==> config.mk <==
export PLATFORM = sky130hd
export DESIGN_NAME = rcs_supervisor
export DESIGN_NICKNAME = d
export VERILOG_FILES = /design/src/rtl/rcs_pkg.sv /design/src/rtl/rcs_loss_det.sv /design/src/rtl/rcs_supervisor.sv
export SDC_FILE = /design/constraint.sdc
export NUM_CORES = 1
export LEC_CHECK = 0
export ABC_CLOCK_PERIOD_IN_PS = 3600
export BUFFER_PORTS_ARGS = -buffer_cell sky130_fd_sc_hd__buf_2
export CAP_MARGIN = 10
export CORE_UTILIZATION = 45
export DETAILED_ROUTE_END_ITERATION = 7
export PLACE_DENSITY = 0.68
export REMOVE_ABC_BUFFERS = 1
export SYNTH_ARGS = -nofsm -noshare
export SYNTH_HDL_FRONTEND = slang
export SYNTH_SLANG_ARGS = --single-unit
==> constraint.sdc <==
create_clock -name aclk -period 3.6 [get_ports aclk]
set_clock_uncertainty 0.15 [all_clocks]
set_input_delay 0.54 -clock aclk [delete_from_list [all_inputs] [get_ports aclk]]
set_output_delay 0.54 -clock aclk [all_outputs]
set_load 0.02 [all_outputs]
==> src/rtl/rcs_pkg.sv <==
// Shared constants and helpers for the reset and clock-loss supervisor
package rcs_pkg;
    localparam int          ADDR_W         = 20;
    localparam int          DATA_W         = 32;
    // Register indices; the byte address is four times the index
    localparam logic [15:0] IDX_CLK_STAT   = 16'h009E;
    localparam logic [15:0] IDX_CLD        = 16'h6290;
    localparam logic [15:0] IDX_CLK_CMD    = 16'h00C6;
    localparam logic [15:0] IDX_RST_CTRL   = 16'h00C7;
    localparam logic [15:0] IDX_SLP_STAT   = 16'h00C8;
    // Clock command and status field layout
    localparam int          SRC32K_BIT     = 7;
    localparam int          SYSSRC_BIT     = 6;
    localparam int          TICK_LSB       = 3;
    localparam int          SPD_LSB        = 0;
    localparam int          CODE_W         = 3;
    localparam logic [7:0]  CMD_RESET      = 8'hC9;
    localparam logic [2:0]  CODE_RC_FLOOR  = 3'h1;
    // Control bits
    localparam int          CLD_EN_BIT     = 0;
    localparam int          FORCE_BIT      = 0;
    localparam int          WDT_EN_BIT     = 1;
    // Reset cause codes
    localparam logic [1:0]  CAUSE_POR      = 2'h0;
    localparam logic [1:0]  CAUSE_EXT      = 2'h1;
    localparam logic [1:0]  CAUSE_WDT      = 2'h2;
    localparam logic [1:0]  CAUSE_CLK      = 2'h3;
    localparam logic [15:0] PC_RESET       = 16'h0000;
    // Timing
    localparam real         CLK_PERIOD_NS  = 4.0;
    localparam real         NS_PER_MS      = 1.0e6;
    localparam real         LOSS_SLOW_MS   = 0.5;
    localparam real         LOSS_FAST_MS   = 0.25;
    localparam int          LOSS_SLOW_CYC  = $rtoi(LOSS_SLOW_MS * NS_PER_MS / CLK_PERIOD_NS);
    localparam int          LOSS_FAST_CYC  = $rtoi(LOSS_FAST_MS * NS_PER_MS / CLK_PERIOD_NS);
    localparam int          RESET_HOLD_CYC = 16;
    localparam int          HOLD_W         = 5;
    localparam int          LOSS_CNT_W     = 17;
    // AXI responses
    localparam logic [1:0]  RESP_OKAY      = 2'h0;
    localparam logic [1:0]  RESP_SLVERR    = 2'h2;

    // Byte address of a register index
    function automatic logic [ADDR_W-1:0] rcs_byte_addr(input logic [15:0] idx);
        rcs_byte_addr = ADDR_W'({idx, 2'b00});
    endfunction : rcs_byte_addr

    // Raise a speed code to at least a floor (a larger code is slower)
    function automatic logic [2:0] rcs_clamp(input logic [2:0] code,
                                             input logic [2:0] floor_code);
        rcs_clamp = (code < floor_code) ? floor_code : code;
    endfunction : rcs_clamp
endpackage : rcs_pkg

==> src/rtl/rcs_loss_det.sv <==
// Clock-loss detector: watches two sampled oscillator levels for toggling
`timescale 1ns/1ns
module rcs_loss_det
    import rcs_pkg::*;
#(
    parameter int SLOW_LIM = LOSS_SLOW_CYC,
    parameter int FAST_LIM = LOSS_FAST_CYC,
    parameter int CNT_W    = LOSS_CNT_W
)(
    input  wire logic aclk,
    input  wire logic clear,
    input  wire logic ce,
    input  wire logic enable,
    input  wire logic halt,
    input  wire logic fast_lvl,
    input  wire logic slow_lvl,
    output logic      loss
);
    localparam logic [CNT_W-1:0] SLOW_MAX = CNT_W'(SLOW_LIM - 1);
    localparam logic [CNT_W-1:0] FAST_MAX = CNT_W'(FAST_LIM - 1);

    logic             run;
    logic             slow_d;
    logic             fast_d;
    logic [CNT_W-1:0] slow_cnt;
    logic [CNT_W-1:0] fast_cnt;

    // Low-power halt stops the watch; counts restart from zero afterwards
    assign run = enable && !halt;

    // Previous levels, for toggle detection
    always_ff @(posedge aclk)
    begin
        if (clear)
        begin
            slow_d <= 1'b0;
            fast_d <= 1'b0;
        end
        else if (ce)
        begin
            slow_d <= slow_lvl;
            fast_d <= fast_lvl;
        end
    end

    // RL11 mutual watch counters
    // RL17 halt clears counts
    always_ff @(posedge aclk)
    begin
        if (clear || (ce && !run))
        begin
            slow_cnt <= '0;
            fast_cnt <= '0;
        end
        else if (ce)
        begin
            slow_cnt <= (slow_lvl != slow_d) ? '0 :
                        (slow_cnt == SLOW_MAX) ? slow_cnt : slow_cnt + 1'b1;
            fast_cnt <= (fast_lvl != fast_d) ? '0 :
                        (fast_cnt == FAST_MAX) ? fast_cnt : fast_cnt + 1'b1;
        end
    end

    // RL12 slow clock timeout
    // RL13 fast clock timeout
    always_ff @(posedge aclk)
    begin
        if (clear)
            loss <= 1'b0;
        else if (ce)
            loss <= run && ((slow_cnt == SLOW_MAX) || (fast_cnt == FAST_MAX));
    end

    property p_slow_bound;
        @(posedge aclk) disable iff (clear) slow_cnt <= SLOW_MAX;
    endproperty
    a_slow_bound: assert property (p_slow_bound) // RL12
        else $error("slow-clock watch count passed its limit");

    property p_halt_idle;
        @(posedge aclk) disable iff (clear) ce && halt |=> !loss && slow_cnt == '0;
    endproperty
    a_halt_idle: assert property (p_halt_idle) // RL17
        else $error("detector kept running during low-power halt");

    property p_fast_loss;
        @(posedge aclk) disable iff (clear)
            ce && run && fast_cnt == FAST_MAX |=> loss;
    endproperty
    a_fast_loss: assert property (p_fast_loss) // RL13
        else $error("fast-clock loss not flagged at its limit");
endmodule : rcs_loss_det

==> src/rtl/rcs_supervisor.sv <==
// Reset supervisor with clock-loss detection, clock status and AXI4-Lite registers
`timescale 1ns/1ns
// Summary of operation
// RL1: System reset comes from pin, power-on, brownout, watchdog or clock loss.
// RL2: Processor start address presented on reset release is zero.
// RL3: Every reset returns all registers here and downstream to reset values.
// RL4: Watchdog enable and clock-loss detector enable are off after any reset.
// RL5: I/O pins are inputs with pull-ups, two designated pins without pulls.
// RL6: The reset pin always has its pull-up enabled.
// RL7: Writing one to the force bit starts a watchdog-type reset at once.
// RL8: Power-on and brownout keep reset held until both supplies are good.
// RL9: A brownout reset reports the same cause code as power-on.
// RL10: Software reads the two-bit reset cause in the sleep status register.
// RL11: Enabled detector watches both crystal clocks and resets if one stops.
// RL12: Stopped slow clock gives a clock-loss reset within 0.5 ms.
// RL13: Stopped fast clock gives a clock-loss reset within 0.25 ms.
// RL14: After reset both clocks run from the RC oscillators.
// RL15: Detector control bit 0 enables it, resets to 0, bits 7:1 read zero.
// RL16: Software keeps the crystal as system clock while the detector is used.
// RL17: Power modes one and two halt the detector, restarting it afterwards.
// RL18: Software disables the detector and uses RC before power mode three.
// RL19: Status bit 7 shows slow clock source, bit 6 system source; both reset 1.
// RL20: Status bits 5:3 show actual tick rate code; reset value 001.
// RL21: Status bits 2:0 show actual system clock speed code; reset value 001.
// RL22: Requested tick faster than the system clock is clamped to it.
// RL23: With RC system clock, requested code 000 reads back and acts as 001; here the command reads back 000, only the status shows 001.
// RL24: Cause codes follow a fixed priority and are latched at end of reset.
module rcs_supervisor
    import rcs_pkg::*;
#(
    parameter int         SLOW_LIM    = LOSS_SLOW_CYC,
    parameter int         FAST_LIM    = LOSS_FAST_CYC,
    parameter int         NUM_IO      = 8,
    parameter logic [7:0] NOPULL_MASK = 8'h03
)(
    input  wire logic              aclk,
    input  wire logic              aresetn,
    input  wire logic              clk_en,
    input  wire logic [ADDR_W-1:0] s_axi_awaddr,
    input  wire logic              s_axi_awvalid,
    output logic                   s_axi_awready,
    input  wire logic [31:0]       s_axi_wdata,
    input  wire logic [3:0]        s_axi_wstrb,
    input  wire logic              s_axi_wvalid,
    output logic                   s_axi_wready,
    output logic [1:0]             s_axi_bresp,
    output logic                   s_axi_bvalid,
    input  wire logic              s_axi_bready,
    input  wire logic [ADDR_W-1:0] s_axi_araddr,
    input  wire logic              s_axi_arvalid,
    output logic                   s_axi_arready,
    output logic [31:0]            s_axi_rdata,
    output logic [1:0]             s_axi_rresp,
    output logic                   s_axi_rvalid,
    input  wire logic              s_axi_rready,
    input  wire logic              ext_reset_n,
    input  wire logic              por_ok,
    input  wire logic              bod_ok,
    input  wire logic              wdt_timeout,
    input  wire logic              low_power_halt,
    input  wire logic              crystal_oscillator_fast_lvl,
    input  wire logic              crystal_oscillator_slow_lvl,
    output logic                   sys_reset_n,
    output logic [15:0]            pc_start_addr,
    output logic                   wdt_enable,
    output logic                   sys_clk_sel_rc,
    output logic                   slow_clk_sel_rc,
    output logic [2:0]             tick_rate_code,
    output logic [2:0]             clk_rate_code,
    output logic [NUM_IO-1:0]      io_input_mode,
    output logic [NUM_IO-1:0]      io_pullup_en,
    output logic                   rst_pin_pullup_en
);
    typedef enum logic {ST_RUN, ST_HOLD} rcs_state_t;

    rcs_state_t        state;
    logic [HOLD_W-1:0] hold_cnt;
    logic [1:0]        pend_cause;
    logic [1:0]        reset_cause;
    logic              supply_bad;
    logic              src_hit;
    logic              sw_clear;
    logic              clk_loss;
    logic              force_req;
    logic [7:0]        clock_command_register;
    logic              cld_en;
    logic              stat_slow_clock_source_bit;
    logic              stat_osc;
    logic [2:0]        stat_tick;
    logic [2:0]        stat_spd;
    logic [2:0]        next_spd;
    logic [ADDR_W-1:0] aw_addr;
    logic              aw_full;
    logic [31:0]       w_data;
    logic [3:0]        w_strb;
    logic              w_full;
    logic              wr_go;
    logic              rd_go;
    logic              rd_is_cld;
    logic [31:0]       rd_word;
    logic              rd_hit;
    logic              wr_hit;

    // RL8 supply hold
    assign supply_bad = !por_ok || !bod_ok;
    // RL1 five reset sources
    assign src_hit    = supply_bad || !ext_reset_n || wdt_timeout || force_req || clk_loss;
    // RL3 clear while held
    assign sw_clear   = !aresetn || (state == ST_HOLD);

    // Reset sequencer: hold while a supply or pin fault stands, then stretch a fixed time
    always_ff @(posedge aclk)
    begin
        if (!aresetn)
        begin
            state    <= ST_HOLD;
            hold_cnt <= '0;
        end
        else if (clk_en)
        begin
            case (state)
                ST_RUN:
                begin
                    hold_cnt <= '0;
                    if (src_hit)
                        state <= ST_HOLD;
                end
                ST_HOLD:
                begin
                    if (supply_bad || !ext_reset_n)
                        hold_cnt <= '0;
                    else if (hold_cnt == HOLD_W'(RESET_HOLD_CYC - 1))
                        state <= ST_RUN;
                    else
                        hold_cnt <= hold_cnt + 1'b1;
                end
                default:
                    state <= ST_HOLD;
            endcase
        end
    end

    // RL9 brownout as power-on
    // RL24 cause priority
    // Power-on wins over every other cause seen during the same hold
    always_ff @(posedge aclk)
    begin
        if (!aresetn)
            pend_cause <= CAUSE_POR;
        else if (clk_en)
        begin
            if (supply_bad)
                pend_cause <= CAUSE_POR;
            else if (state == ST_RUN && src_hit)
                pend_cause <= !ext_reset_n ? CAUSE_EXT :
                              clk_loss     ? CAUSE_CLK : CAUSE_WDT;
        end
    end

    // RL24 latch at release
    always_ff @(posedge aclk)
    begin
        if (!aresetn)
            reset_cause <= CAUSE_POR;
        else if (clk_en && state == ST_HOLD && !supply_bad && ext_reset_n
                 && hold_cnt == HOLD_W'(RESET_HOLD_CYC - 1))
            reset_cause <= pend_cause;
    end

    // Registered reset output keeps glitches off the system reset net
    always_ff @(posedge aclk)
    begin
        if (!aresetn)
            sys_reset_n <= 1'b0;
        else if (clk_en)
            sys_reset_n <= (state == ST_RUN) && !src_hit;
    end

    // RL2 start address
    assign pc_start_addr     = PC_RESET;
    // RL5 pin defaults
    assign io_input_mode     = '1;
    assign io_pullup_en      = ~NOPULL_MASK[NUM_IO-1:0];
    // RL6 reset pin pull-up
    assign rst_pin_pullup_en = 1'b1;

    rcs_loss_det #(
        .SLOW_LIM (SLOW_LIM),
        .FAST_LIM (FAST_LIM),
        .CNT_W    (LOSS_CNT_W)
    ) u_loss (
        .aclk     (aclk),
        .clear    (sw_clear),
        .ce       (clk_en),
        .enable   (cld_en),
        .halt     (low_power_halt),
        .fast_lvl (crystal_oscillator_fast_lvl),
        .slow_lvl (crystal_oscillator_slow_lvl),
        .loss     (clk_loss)
    );

    // Write channel capture; address and data may arrive in either order
    assign s_axi_awready = clk_en && !aw_full;
    assign s_axi_wready  = clk_en && !w_full;
    assign wr_go         = clk_en && aw_full && w_full && !s_axi_bvalid;
    assign wr_hit        = (aw_addr == rcs_byte_addr(IDX_CLK_CMD))
                        || (aw_addr == rcs_byte_addr(IDX_CLD))
                        || (aw_addr == rcs_byte_addr(IDX_RST_CTRL))
                        || (aw_addr == rcs_byte_addr(IDX_CLK_STAT))
                        || (aw_addr == rcs_byte_addr(IDX_SLP_STAT));

    always_ff @(posedge aclk)
    begin
        if (!aresetn)
        begin
            aw_full <= 1'b0;
            w_full  <= 1'b0;
            aw_addr <= '0;
            w_data  <= '0;
            w_strb  <= '0;
        end
        else if (clk_en)
        begin
            if (s_axi_awvalid && !aw_full)
            begin
                aw_full <= 1'b1;
                aw_addr <= s_axi_awaddr;
            end
            else if (wr_go)
                aw_full <= 1'b0;
            if (s_axi_wvalid && !w_full)
            begin
                w_full <= 1'b1;
                w_data <= s_axi_wdata;
                w_strb <= s_axi_wstrb;
            end
            else if (wr_go)
                w_full <= 1'b0;
        end
    end

    // Write response, one cycle after both halves are held
    always_ff @(posedge aclk)
    begin
        if (!aresetn)
        begin
            s_axi_bvalid <= 1'b0;
            s_axi_bresp  <= RESP_OKAY;
        end
        else if (clk_en)
        begin
            if (wr_go)
            begin
                s_axi_bvalid <= 1'b1;
                s_axi_bresp  <= wr_hit ? RESP_OKAY : RESP_SLVERR;
            end
            else if (s_axi_bready)
                s_axi_bvalid <= 1'b0;
        end
    end

    // RL7 force reset
    // A single-cycle request; the bit itself reads back as zero
    assign force_req = wr_go && w_strb[0] && w_data[FORCE_BIT]
                    && aw_addr == rcs_byte_addr(IDX_RST_CTRL);

    // RL4 disabled after reset
    // RL15 detector enable bit
    always_ff @(posedge aclk)
    begin
        if (sw_clear)
        begin
            cld_en     <= 1'b0;
            wdt_enable <= 1'b0;
        end
        else if (clk_en && wr_go && w_strb[0])
        begin
            if (aw_addr == rcs_byte_addr(IDX_CLD))
                cld_en <= w_data[CLD_EN_BIT];
            if (aw_addr == rcs_byte_addr(IDX_RST_CTRL))
                wdt_enable <= w_data[WDT_EN_BIT];
        end
    end

    // Clock command: any value is accepted, the status shows what is applied
    always_ff @(posedge aclk)
    begin
        if (sw_clear)
            clock_command_register <= CMD_RESET;
        else if (clk_en && wr_go && w_strb[0] && aw_addr == rcs_byte_addr(IDX_CLK_CMD))
            clock_command_register <= w_data[7:0];
    end

    // RL23 RC speed floor
    assign next_spd = clock_command_register[SYSSRC_BIT]
                    ? rcs_clamp(clock_command_register[SPD_LSB +: CODE_W], CODE_RC_FLOOR)
                    : clock_command_register[SPD_LSB +: CODE_W];

    // RL14 RC after reset
    // RL19 source status
    // RL20 tick status
    // RL21 speed status
    // RL22 tick clamp
    always_ff @(posedge aclk)
    begin
        if (sw_clear)
        begin
            stat_slow_clock_source_bit <= CMD_RESET[SRC32K_BIT];
            stat_osc    <= CMD_RESET[SYSSRC_BIT];
            stat_tick   <= CMD_RESET[TICK_LSB +: CODE_W];
            stat_spd    <= CMD_RESET[SPD_LSB +: CODE_W];
        end
        else if (clk_en)
        begin
            stat_slow_clock_source_bit <= clock_command_register[SRC32K_BIT];
            stat_osc    <= clock_command_register[SYSSRC_BIT];
            stat_spd    <= next_spd;
            stat_tick   <= rcs_clamp(clock_command_register[TICK_LSB +: CODE_W], next_spd);
        end
    end

    assign sys_clk_sel_rc  = stat_osc;
    assign slow_clk_sel_rc = stat_slow_clock_source_bit;
    assign tick_rate_code  = stat_tick;
    assign clk_rate_code   = stat_spd;

    // Read decode; reserved bits of every register read zero
    // RL10 cause readback
    always_comb
    begin
        rd_word = '0;
        rd_hit  = 1'b1;
        case (s_axi_araddr)
            rcs_byte_addr(IDX_CLK_STAT):
                rd_word[7:0] = {stat_slow_clock_source_bit, stat_osc, stat_tick, stat_spd};
            rcs_byte_addr(IDX_CLK_CMD):
                rd_word[7:0] = clock_command_register;
            rcs_byte_addr(IDX_CLD):
                rd_word[CLD_EN_BIT] = cld_en;
            rcs_byte_addr(IDX_RST_CTRL):
                rd_word[WDT_EN_BIT] = wdt_enable;
            rcs_byte_addr(IDX_SLP_STAT):
                rd_word[1:0] = reset_cause;
            default:
                rd_hit = 1'b0;
        endcase
    end

    assign s_axi_arready = clk_en && !s_axi_rvalid;
    assign rd_go         = s_axi_arvalid && s_axi_arready;

    // Read data held in a register until the master takes it
    always_ff @(posedge aclk)
    begin
        if (!aresetn)
        begin
            s_axi_rvalid <= 1'b0;
            s_axi_rdata  <= '0;
            s_axi_rresp  <= RESP_OKAY;
            rd_is_cld    <= 1'b0;
        end
        else if (clk_en)
        begin
            if (rd_go)
            begin
                s_axi_rvalid <= 1'b1;
                s_axi_rdata  <= rd_word;
                s_axi_rresp  <= rd_hit ? RESP_OKAY : RESP_SLVERR;
                rd_is_cld    <= s_axi_araddr == rcs_byte_addr(IDX_CLD);
            end
            else if (s_axi_rready)
                s_axi_rvalid <= 1'b0;
        end
    end

    property p_ext_reset;
        @(posedge aclk) disable iff (!aresetn) clk_en && !ext_reset_n |=> !sys_reset_n;
    endproperty
    a_ext_reset: assert property (p_ext_reset) // RL1
        else $error("pin reset did not drop system reset");

    property p_force;
        @(posedge aclk) disable iff (!aresetn)
            clk_en && force_req |=> state == ST_HOLD && pend_cause == CAUSE_WDT;
    endproperty
    a_force: assert property (p_force) // RL7
        else $error("force write did not start a watchdog reset");

    property p_release_off;
        @(posedge aclk) disable iff (!aresetn)
            $rose(sys_reset_n) |-> !cld_en && !wdt_enable && pc_start_addr == PC_RESET;
    endproperty
    a_release_off: assert property (p_release_off) // RL4
        else $error("enable bits set at reset release");

    property p_supply;
        @(posedge aclk) disable iff (!aresetn)
            clk_en && supply_bad |=> pend_cause == CAUSE_POR && !sys_reset_n;
    endproperty
    a_supply: assert property (p_supply) // RL9
        else $error("supply fault not held as power-on");

    property p_cld_read;
        @(posedge aclk) disable iff (!aresetn)
            s_axi_rvalid && rd_is_cld |-> s_axi_rdata[31:1] == 31'h0;
    endproperty
    a_cld_read: assert property (p_cld_read) // RL15
        else $error("reserved detector bits read nonzero");

    property p_rc_floor;
        @(posedge aclk) disable iff (!aresetn) stat_osc |-> stat_spd != 3'h0;
    endproperty
    a_rc_floor: assert property (p_rc_floor) // RL23
        else $error("RC clock reports 32 MHz speed");

    property p_tick_clamp;
        @(posedge aclk) disable iff (!aresetn) stat_tick >= stat_spd;
    endproperty
    a_tick_clamp: assert property (p_tick_clamp) // RL22
        else $error("tick rate above system clock");

    property p_loss_reset;
        @(posedge aclk) disable iff (!aresetn)
            clk_en && clk_loss && state == ST_RUN |=> pend_cause == CAUSE_CLK || !por_ok
                || !bod_ok || !ext_reset_n;
    endproperty
    a_loss_reset: assert property (p_loss_reset) // RL11
        else $error("clock loss not recorded as cause");

    c_loss: cover property (@(posedge aclk) disable iff (!aresetn) clk_loss);
    c_force: cover property (@(posedge aclk) disable iff (!aresetn) force_req);
    c_rc_clamp: cover property (@(posedge aclk) disable iff (!aresetn)
        stat_osc && stat_spd == CODE_RC_FLOOR && stat_tick == CODE_RC_FLOOR);
    c_release: cover property (@(posedge aclk) disable iff (!aresetn) $rose(sys_reset_n));
endmodule : rcs_supervisor

==> results by group, run 1 <==
Clocking
  • Worst skew pair latency: 0.35 ns
  • Clock sink total: 109
  • Clk slew on worst S/H paths: 0.07 ns
  • Cts hold-fix bufs: 0
  • CTS Root Cell: clkbuf_16
  • Total CTS buffers: 9
  • CTS tree: yes
  • Post-CTS setup buffers: 0
  • Post-CTS sizing: 0
  • Clock buffer depth: 2
  • CTS H-tree lvls: 3

Worst setup path
  • Number of cells on the worst reg-to-reg path: 5
  • Critical Path AT: 1.84 ns
  • CP Class: in2out
  • CP dominant cell by count: buf_2
  • Critical-path top delay cell: nor2_1
  • Critical Path Start: clk_en
  • Critical path fanouts, max: 13
  • Reg-to-reg startpoint: aw_addr[1]
  • Crit. End Element: output pin
  • CP delay by family, top: buffers and inverters
  • Crit path buf inv count: 3
  • Worst-path cell chain: buf_2, inv_1, nor2_1, buf_2
  • R2R Setup Slk: 1.49 ns
  • Worst R2R End: clock_command_register[0]
  • Critical path's largest stage delay: 0.61 ns
  • Startpoint types: input port
  • CP Data Required Time: 2.91 ns

STA
  • RSZ-0062 raised after global routing: no
  • # setup viols final: 0
  • Fmax: 0.3953 GHz
  • Final Hold Fails: 0
  • Max_slew headroom: 46.49%
  • Fin crit share: 70.28%
  • Setup_tns: 0 ns
  • Final min period: 2.530 ns
  • Max Slew Vio Count: 0
  • Worst-Margin Slew: 0.8026 ns
  • PnR worst setup slack: 1.070 ns

Synthesis
  • Post-synthesis sequential area ratio: 39.93%
  • Mapped Area: 0.005465 mm2
  • EDFF count, synth: 0
  • Synth Area per Inst: 8.447 um2
  • Distinct cell type count after synthesis: 58
  • Post-synthesis register bit count: 109
  • Synth Flop Type: dfxtp_1
  • Ys async rst share: 0%
  • Yosys warns: 0
  • Cells after synthesis: 647

Floorplan
  • FP Rows: 39
  • Starting Density: 47.06%
  • Core ar.: 0.01161 mm2
  • Die Span Y: 112.2 um
  • Die X: 112.2 um
  • I/O pin count: 175
  • Die area: 0.01259 mm2

Hold path
  • Min-delay src: s_axi_awaddr[18]
  • Hold worst-path end: aw_addr[18]
  • Hold WC Path Type: in2reg
  • Hold path depth: 3

GRT
  • Total GRT Usage: 18.61%
  • Congestion Overflow GR: 0
  • Largest net degree at the start of global routing: 44
  • Vias in the first global route: 4145
  • Initial antenna violation count: 0
  • First-pass GRT wire length: 19150 um

Flow run
  • Max-cap violations: 0

Final layout
  • Layout Cells excl Fill: 871
  • Number of fill cells: 1088
  • Layout cells sized above 1: 17.58%
  • Diode count: 0
  • Final net count: 820
  • Area growth, synth to finish: 11.33%
  • Multi-input gate area: 0.002897 mm2
  • Commonest non-fill, non-tap cell in the layout: dfxtp_1
  • FF/Latch Area: 0.002182 mm2
  • Most frequent cells in the layout: dfxtp_1, buf_2, nand2_1
  • Fin util: 52.39%

Drt
  • Final WL: 11330 um
  • DR pass1 iterations: 8
  • Initial DRC Count: 241
  • WL/cell: 13.01 um
  • Antenna viol nets, final: 0
  • Via density per instance: 5.208
  • Residual DRC count: 8
  • Via count of the routed design: 4536

Status
  • Status: finished with violations
  • Failing checks: design-rule violations

Place
  • Placer Congestion: 0.9264
  • DPL Wire Length: 8363 um
  • Worst slack at placement: 1.080 ns
  • Input/output buffers: 88
  • Cell count after placement: 855

Power and ir drop
  • VDD IR-drop max: 0.0002996 V
  • Leakage: 0.002378 uW
  • P per Cell Area: 410.6 mW/mm2
-- worst reg2reg max path, stage by stage, from the launching register on --
cell	delay, ns
dfxtp_1	0.31
nor4b_1	0.33
and3_1	0.30
nand4b_1	0.50
mux2i_1	0.32
nand2_1	0.07
-- cell type report --
class | instances | share of cell area, %
multi-input combinational | 496 | 47.60
sequential | 109 | 35.86
timing repair buffer | 90 | 7.485
clock buffer | 9 | 3.701
tap | 143 | 2.941
clock inverter | 7 | 1.357
inverter | 17 | 1.049
-- sequential cells by signal, indices dropped and copies added (netlist names), 2 cells and up --
register / count
u_loss.slow_cnt: 17
clock_command_register: 8
u_loss.fast_cnt: 17
hold_cnt: 5
aw_addr: 20
tick_rate_code: 3
w_data: 8
pend_cause: 2
s_axi_rdata: 8
clk_rate_code: 3
reset_cause: 2
-- stage by stage --
| step | hold WS, ns | area [um2] | total power (uW) |
|---|---|---|---|
| after global placement | 0.2931 | 5777 | 1496 |
| after floorplan | 0.2816 | 5142 | 1418 |
| after detailed placement | 0.2977 | 5777 | 1502 |
| after CTS | 0.2603 | 6085 | 2517 |
| after global routing | 0.2724 | 6085 | 2594 |
| final | 0.2699 | 6085 | 2498 |
-- per-layer routing --
layer | GRT usage, % | share of wire (%) | vias to the layer above | wire [um]
met3 | 3.996 | 3.9 | 20 | 439
met4 | 6.756 | 2.0 | 0 | 229
met1 | 23.68 | 46 | 2133 | 5238
met2 | 31.14 | 48 | 101 | 5424
li1 | - | - | 2282 | -
met5 | 0 | 0 | - | 0
-- cell usage after synthesis (4+ instances only) --
master    instances  area (um2)
a211oi_1          7       52.55
a211oi_2          6       75.07
a21oi_1          50       250.2
a22oi_1           6       45.04
and2_1            5       31.28
and3_1            8       50.05
and4_1            4       35.03
buf_4            60       450.4
clkbuf_1         19       71.32
dfxtp_1         109        2182
ha_1              6       75.07
inv_1            16       60.06
mux2i_1          20       200.2
nand2_1          85       319.1
nand2b_1          6       37.54
nand3_1          26       130.1
nand4_1          16       100.1
nand4b_1          6       52.55
nor2_1           74       277.8
nor3_1           11       55.05
nor4_1            6       37.54
nor4b_1           4       35.03
nor4bb_1          4       40.04
o21ai_0          14       70.07
or3_1             6       37.54
xnor2_1          21       183.9
xor2_1           12       105.1
-- power by group --
group	internal [uW]	total, uW	switching (uW)
Clock	551	1020	474
Sequential	1230	1250	17.0
Combinational	68.1	227	159
-- kinds of logic (layout without fill, tap and decap cells) --
kind of cell | after synthesis | after routing | synth area share [%]
multiplexers | 20 | 20 | 3.663
XOR/XNOR | 33 | 33 | 5.289
AND/OR/NAND/NOR | 278 | 278 | 26.85
adder cells (fa/ha/maj) | 6 | 6 | 1.374
buffers and inverters | 99 | 123 | 10.99
other | 2 | 59 | 0.1374
flip-flops | 109 | 109 | 39.93
AO/OA/AOI/OAI | 100 | 100 | 11.77
-- worst max path at each step --
| stage | end | cells past startpoint |
|---|---|---|
| floorplan | s_axi_rdata[0] | 5 |
| global placement | s_axi_wready | 4 |
| detailed placement | s_axi_wready | 4 |
| CTS | s_axi_wready | 4 |
| global route | s_axi_wready | 4 |
| finish | s_axi_wready | 4 |
No activity file was read; power rests on OpenSTA's default activity.
==> run 2: changes to the inputs <==
ABC_CLOCK_PERIOD_IN_PS = 2600   (was 3600)
clock period = 2.6 ns   (was 3.6 ns; I/O delays follow)
==> run 2 against run 1 <==
Against the previous run: the run still ends with design-rule violations left; final cell count is 0.69% higher; global-route usage increased by 0.17 points; flip-flop and latch count unchanged; via count decreased by 0.42%; clock-buffer cell count is the same; worst hold slack lost 0.15 ns; combinational power rose by 42%; setup slack got worse by 0.53 ns; first-iteration DRC count shrank 4.1%; register-to-register slack got worse by 0.95 ns; routed wire length grew 1.8%; clock power grew 32%.
==> results by group, run 2 (synthesis results as in run 1) <==
Place
  • Input/output buffers: 88 (unchanged)
  • Placer Congestion: 0.8944 (was 0.9264)
  • DPL Wire Length: 8634 um (was 8363 um)

Worst setup path
  • CP Data Required Time: 2.70 ns (was 2.91 ns)
  • Startpoint types: flip-flop (was input port)
  • Critical-path top delay cell: nand4b_1 (was nor2_1)
  • Worst R2R End: clock_command_register[4] (was clock_command_register[0])
  • Critical path's largest stage delay: 0.49 ns (was 0.61 ns)
  • Critical path fanouts, max: 8 (was 13)
  • Worst-path cell chain: nor4b_1, and3_1, nand4b_1, mux2i_1, nor2_1 (was buf_2, inv_1, nor2_1, buf_2)
  • CP Class: reg2reg (was in2out)
  • R2R Setup Slk: 0.54 ns (was 1.49 ns)
  • Crit. End Element: flip-flop (was output pin)
  • Critical Path AT: 2.16 ns (was 1.84 ns)
  • Reg-to-reg startpoint: aw_addr[1] (unchanged)
  • Number of cells on the worst reg-to-reg path: 5 (unchanged)

Final layout
  • Most frequent cells in the layout: dfxtp_1, buf_2, nand2_1 (unchanged)
  • Area growth, synth to finish: 11.81% (was 11.33%)
  • Commonest non-fill, non-tap cell in the layout: dfxtp_1 (unchanged)
  • Layout cells sized above 1: 18.26% (was 17.58%)
  • Largest Register: aw_addr (unchanged)
  • Biggest registers after layout: aw_addr (20), u_loss.fast_cnt (17), u_loss.slow_cnt (17) (unchanged)
  • Diode count: 0 (unchanged)
  • Final net count: 826 (was 820)
  • Number of flip-flops in the largest register: 20 (unchanged)

GRT
  • Vias in the first global route: 4175 (was 4145)
  • GRT met2 Usage: 34.12% (was 31.14%)
  • Initial antenna violation count: 0 (unchanged)
  • Congestion Overflow GR: 0 (unchanged)
  • Grt peak-use layer: met2 (unchanged)
  • Largest net degree at the start of global routing: 44 (unchanged)
  • GR Util met3: 4.266% (was 3.996%)
  • M1 GR Usage: 21.82% (was 23.68%)
  • First-pass GRT wire length: 19170 um (was 19150 um)
  • Total GRT Usage: 18.78% (was 18.61%)

Power and ir drop
  • VDD IR-drop max: 0.0003504 V (was 0.0002996 V)
  • Switch share: 27.02% (was 26.01%)
  • Combinational power share: 9.5% (was 9.1%)
  • Flop pwr share: 50.9% (was 49.9%)
  • P per Cell Area: 555.2 mW/mm2 (was 410.6 mW/mm2)
  • Clock network power share: 39.6% (was 41.0%)
  • P_sw: 916.6 uW (was 649.8 uW)
  • Leakage: 0.002395 uW (was 0.002378 uW)
  • P_int: 2476 uW (was 1849 uW)

Clocking
  • Worst skew pair latency: 0.35 ns (about the same)
  • Total CTS buffers: 9 (unchanged)
  • Post-CTS setup buffers: 0 (unchanged)
  • Clock sink total: 109 (unchanged)
  • Post-CTS sizing: 0 (unchanged)
  • Cts hold-fix bufs: 0 (unchanged)
  • Clk slew on worst S/H paths: 0.08 ns (was 0.07 ns)
  • CTS tree: yes (unchanged)
  • CTS H-tree lvls: 3 (unchanged)
  • CTS Root Cell: clkbuf_16 (unchanged)
  • Clock buffer depth: 2 (unchanged)

Floorplan
  • Die Span Y: 112.2 um (unchanged)
  • I/O pin count: 175 (unchanged)
  • Starting Density: 47.06% (unchanged)
  • Die X: 112.2 um (unchanged)
  • FP Rows: 39 (unchanged)
  • Die area: 0.01259 mm2 (unchanged)
  • Core ar.: 0.01161 mm2 (unchanged)

STA
  • RSZ-0062 raised after global routing: no (unchanged)
  • Setup_tns: 0 ns (unchanged)
  • Max_slew headroom: 61.72% (was 46.49%)
  • Max Slew Vio Count: 0 (unchanged)
  • Worst-Margin Slew: 0.5712 ns (was 0.8026 ns)
  • # setup viols final: 0 (unchanged)
  • Final Hold Fails: 0 (unchanged)
  • Fmax: 0.4854 GHz
  • Final min period: 2.060 ns
  • Fin crit share: 79.24%
  • Hold WS: 0.1190 ns (was 0.2699 ns)

Flow run
  • Max-cap violations: 0 (unchanged)

Drt
  • Antenna viol nets, final: 0 (unchanged)
  • Via count of the routed design: 4517 (was 4536)
  • WL/cell: 13.15 um (was 13.01 um)
  • Final WL: 11530 um (was 11330 um)
  • Via density per instance: 5.151 (was 5.208)
  • Initial DRC Count: 231 (was 241)
  • DR pass1 iterations: 8 (unchanged)
  • Residual DRC count: 8 (unchanged)

Hold path
  • Min-delay src: s_axi_awaddr[14] (was s_axi_awaddr[18])
  • Hold WC Path Type: in2reg (unchanged)
  • Hold worst-path end: aw_addr[14] (was aw_addr[18])
  • Hold path depth: 3 (unchanged)

Status
  • Failing checks: design-rule violations (unchanged)
  • Status: finished with violations (unchanged)
run 2: metrics by stage:
stage | total power (uW) | std cells | utilization (%) | worst slack (ns) | cell area (um2)
CTS | 3429 | 877 | 52.62 | 0.4889 | 6111
floorplan | 1963 | 622 | - | 0.5114 | 5142
global route | 3531 | 877 | 52.62 | 0.3229 | 6111
finish | 3393 | 877 | 52.62 | 0.5399 | 6111
global placement | 2079 | 861 | 50.13 | 0.4389 | 5822
detailed placement | 2086 | 861 | 50.13 | 0.3791 | 5822
run 2: critical path, delay by kind of cell, from the launching register on:
family	cells	cell delay (ns)
AND/OR/NAND/NOR	4	1.15
multiplexers	1	0.33
flip-flops	1	0.32
run 2: worst max-delay path by stage:
stage	end	cells after the start	slack, ns	start
2_1_floorplan	s_axi_rdata[0]	5	0.51	clk_en
3_3_place_gp	clock_command_register[6]	6	0.44	clk_en
3_5_place_dp	clock_command_register[4]	6	0.38	clk_en
4_1_cts	clock_command_register[4]	5	0.49	aw_addr[1]
5_1_grt	clock_command_register[0]	5	0.32	aw_addr[1]
6_report	clock_command_register[4]	5	0.54	aw_addr[1]
run 2: layout make-up:
| type | count | area [um2] |
|---|---|---|
| inverters | 17 | 63.81 |
| clock buffers | 9 | 225.2 |
| fillers | 1139 | 5503 |
| clock inverters | 7 | 63.81 |
| well taps | 143 | 178.9 |
| repair buffers | 96 | 500.5 |
| multi-input cells | 496 | 2897 |
| flip-flops and latches | 109 | 2182 |
run 2: metal layers:
| metal | up-vias | part of all wire [%] |
|---|---|---|
| li1 | 2287 | - |
| met5 | - | 0 |
| met1 | 2088 | 43 |
| met2 | 124 | 50 |
| met4 | 0 | 1.8 |
| met3 | 18 | 5.4 |
run 2: power groups by stage:
stage               registers [uW]  logic [uW]  clock network [uW]
global placement              1760         315                   0
finish                        1730         322                1350
floorplan                     1770         191                   0
detailed placement            1770         321                   0
CTS                           1730         322                1380
global route                  1730         352                1450
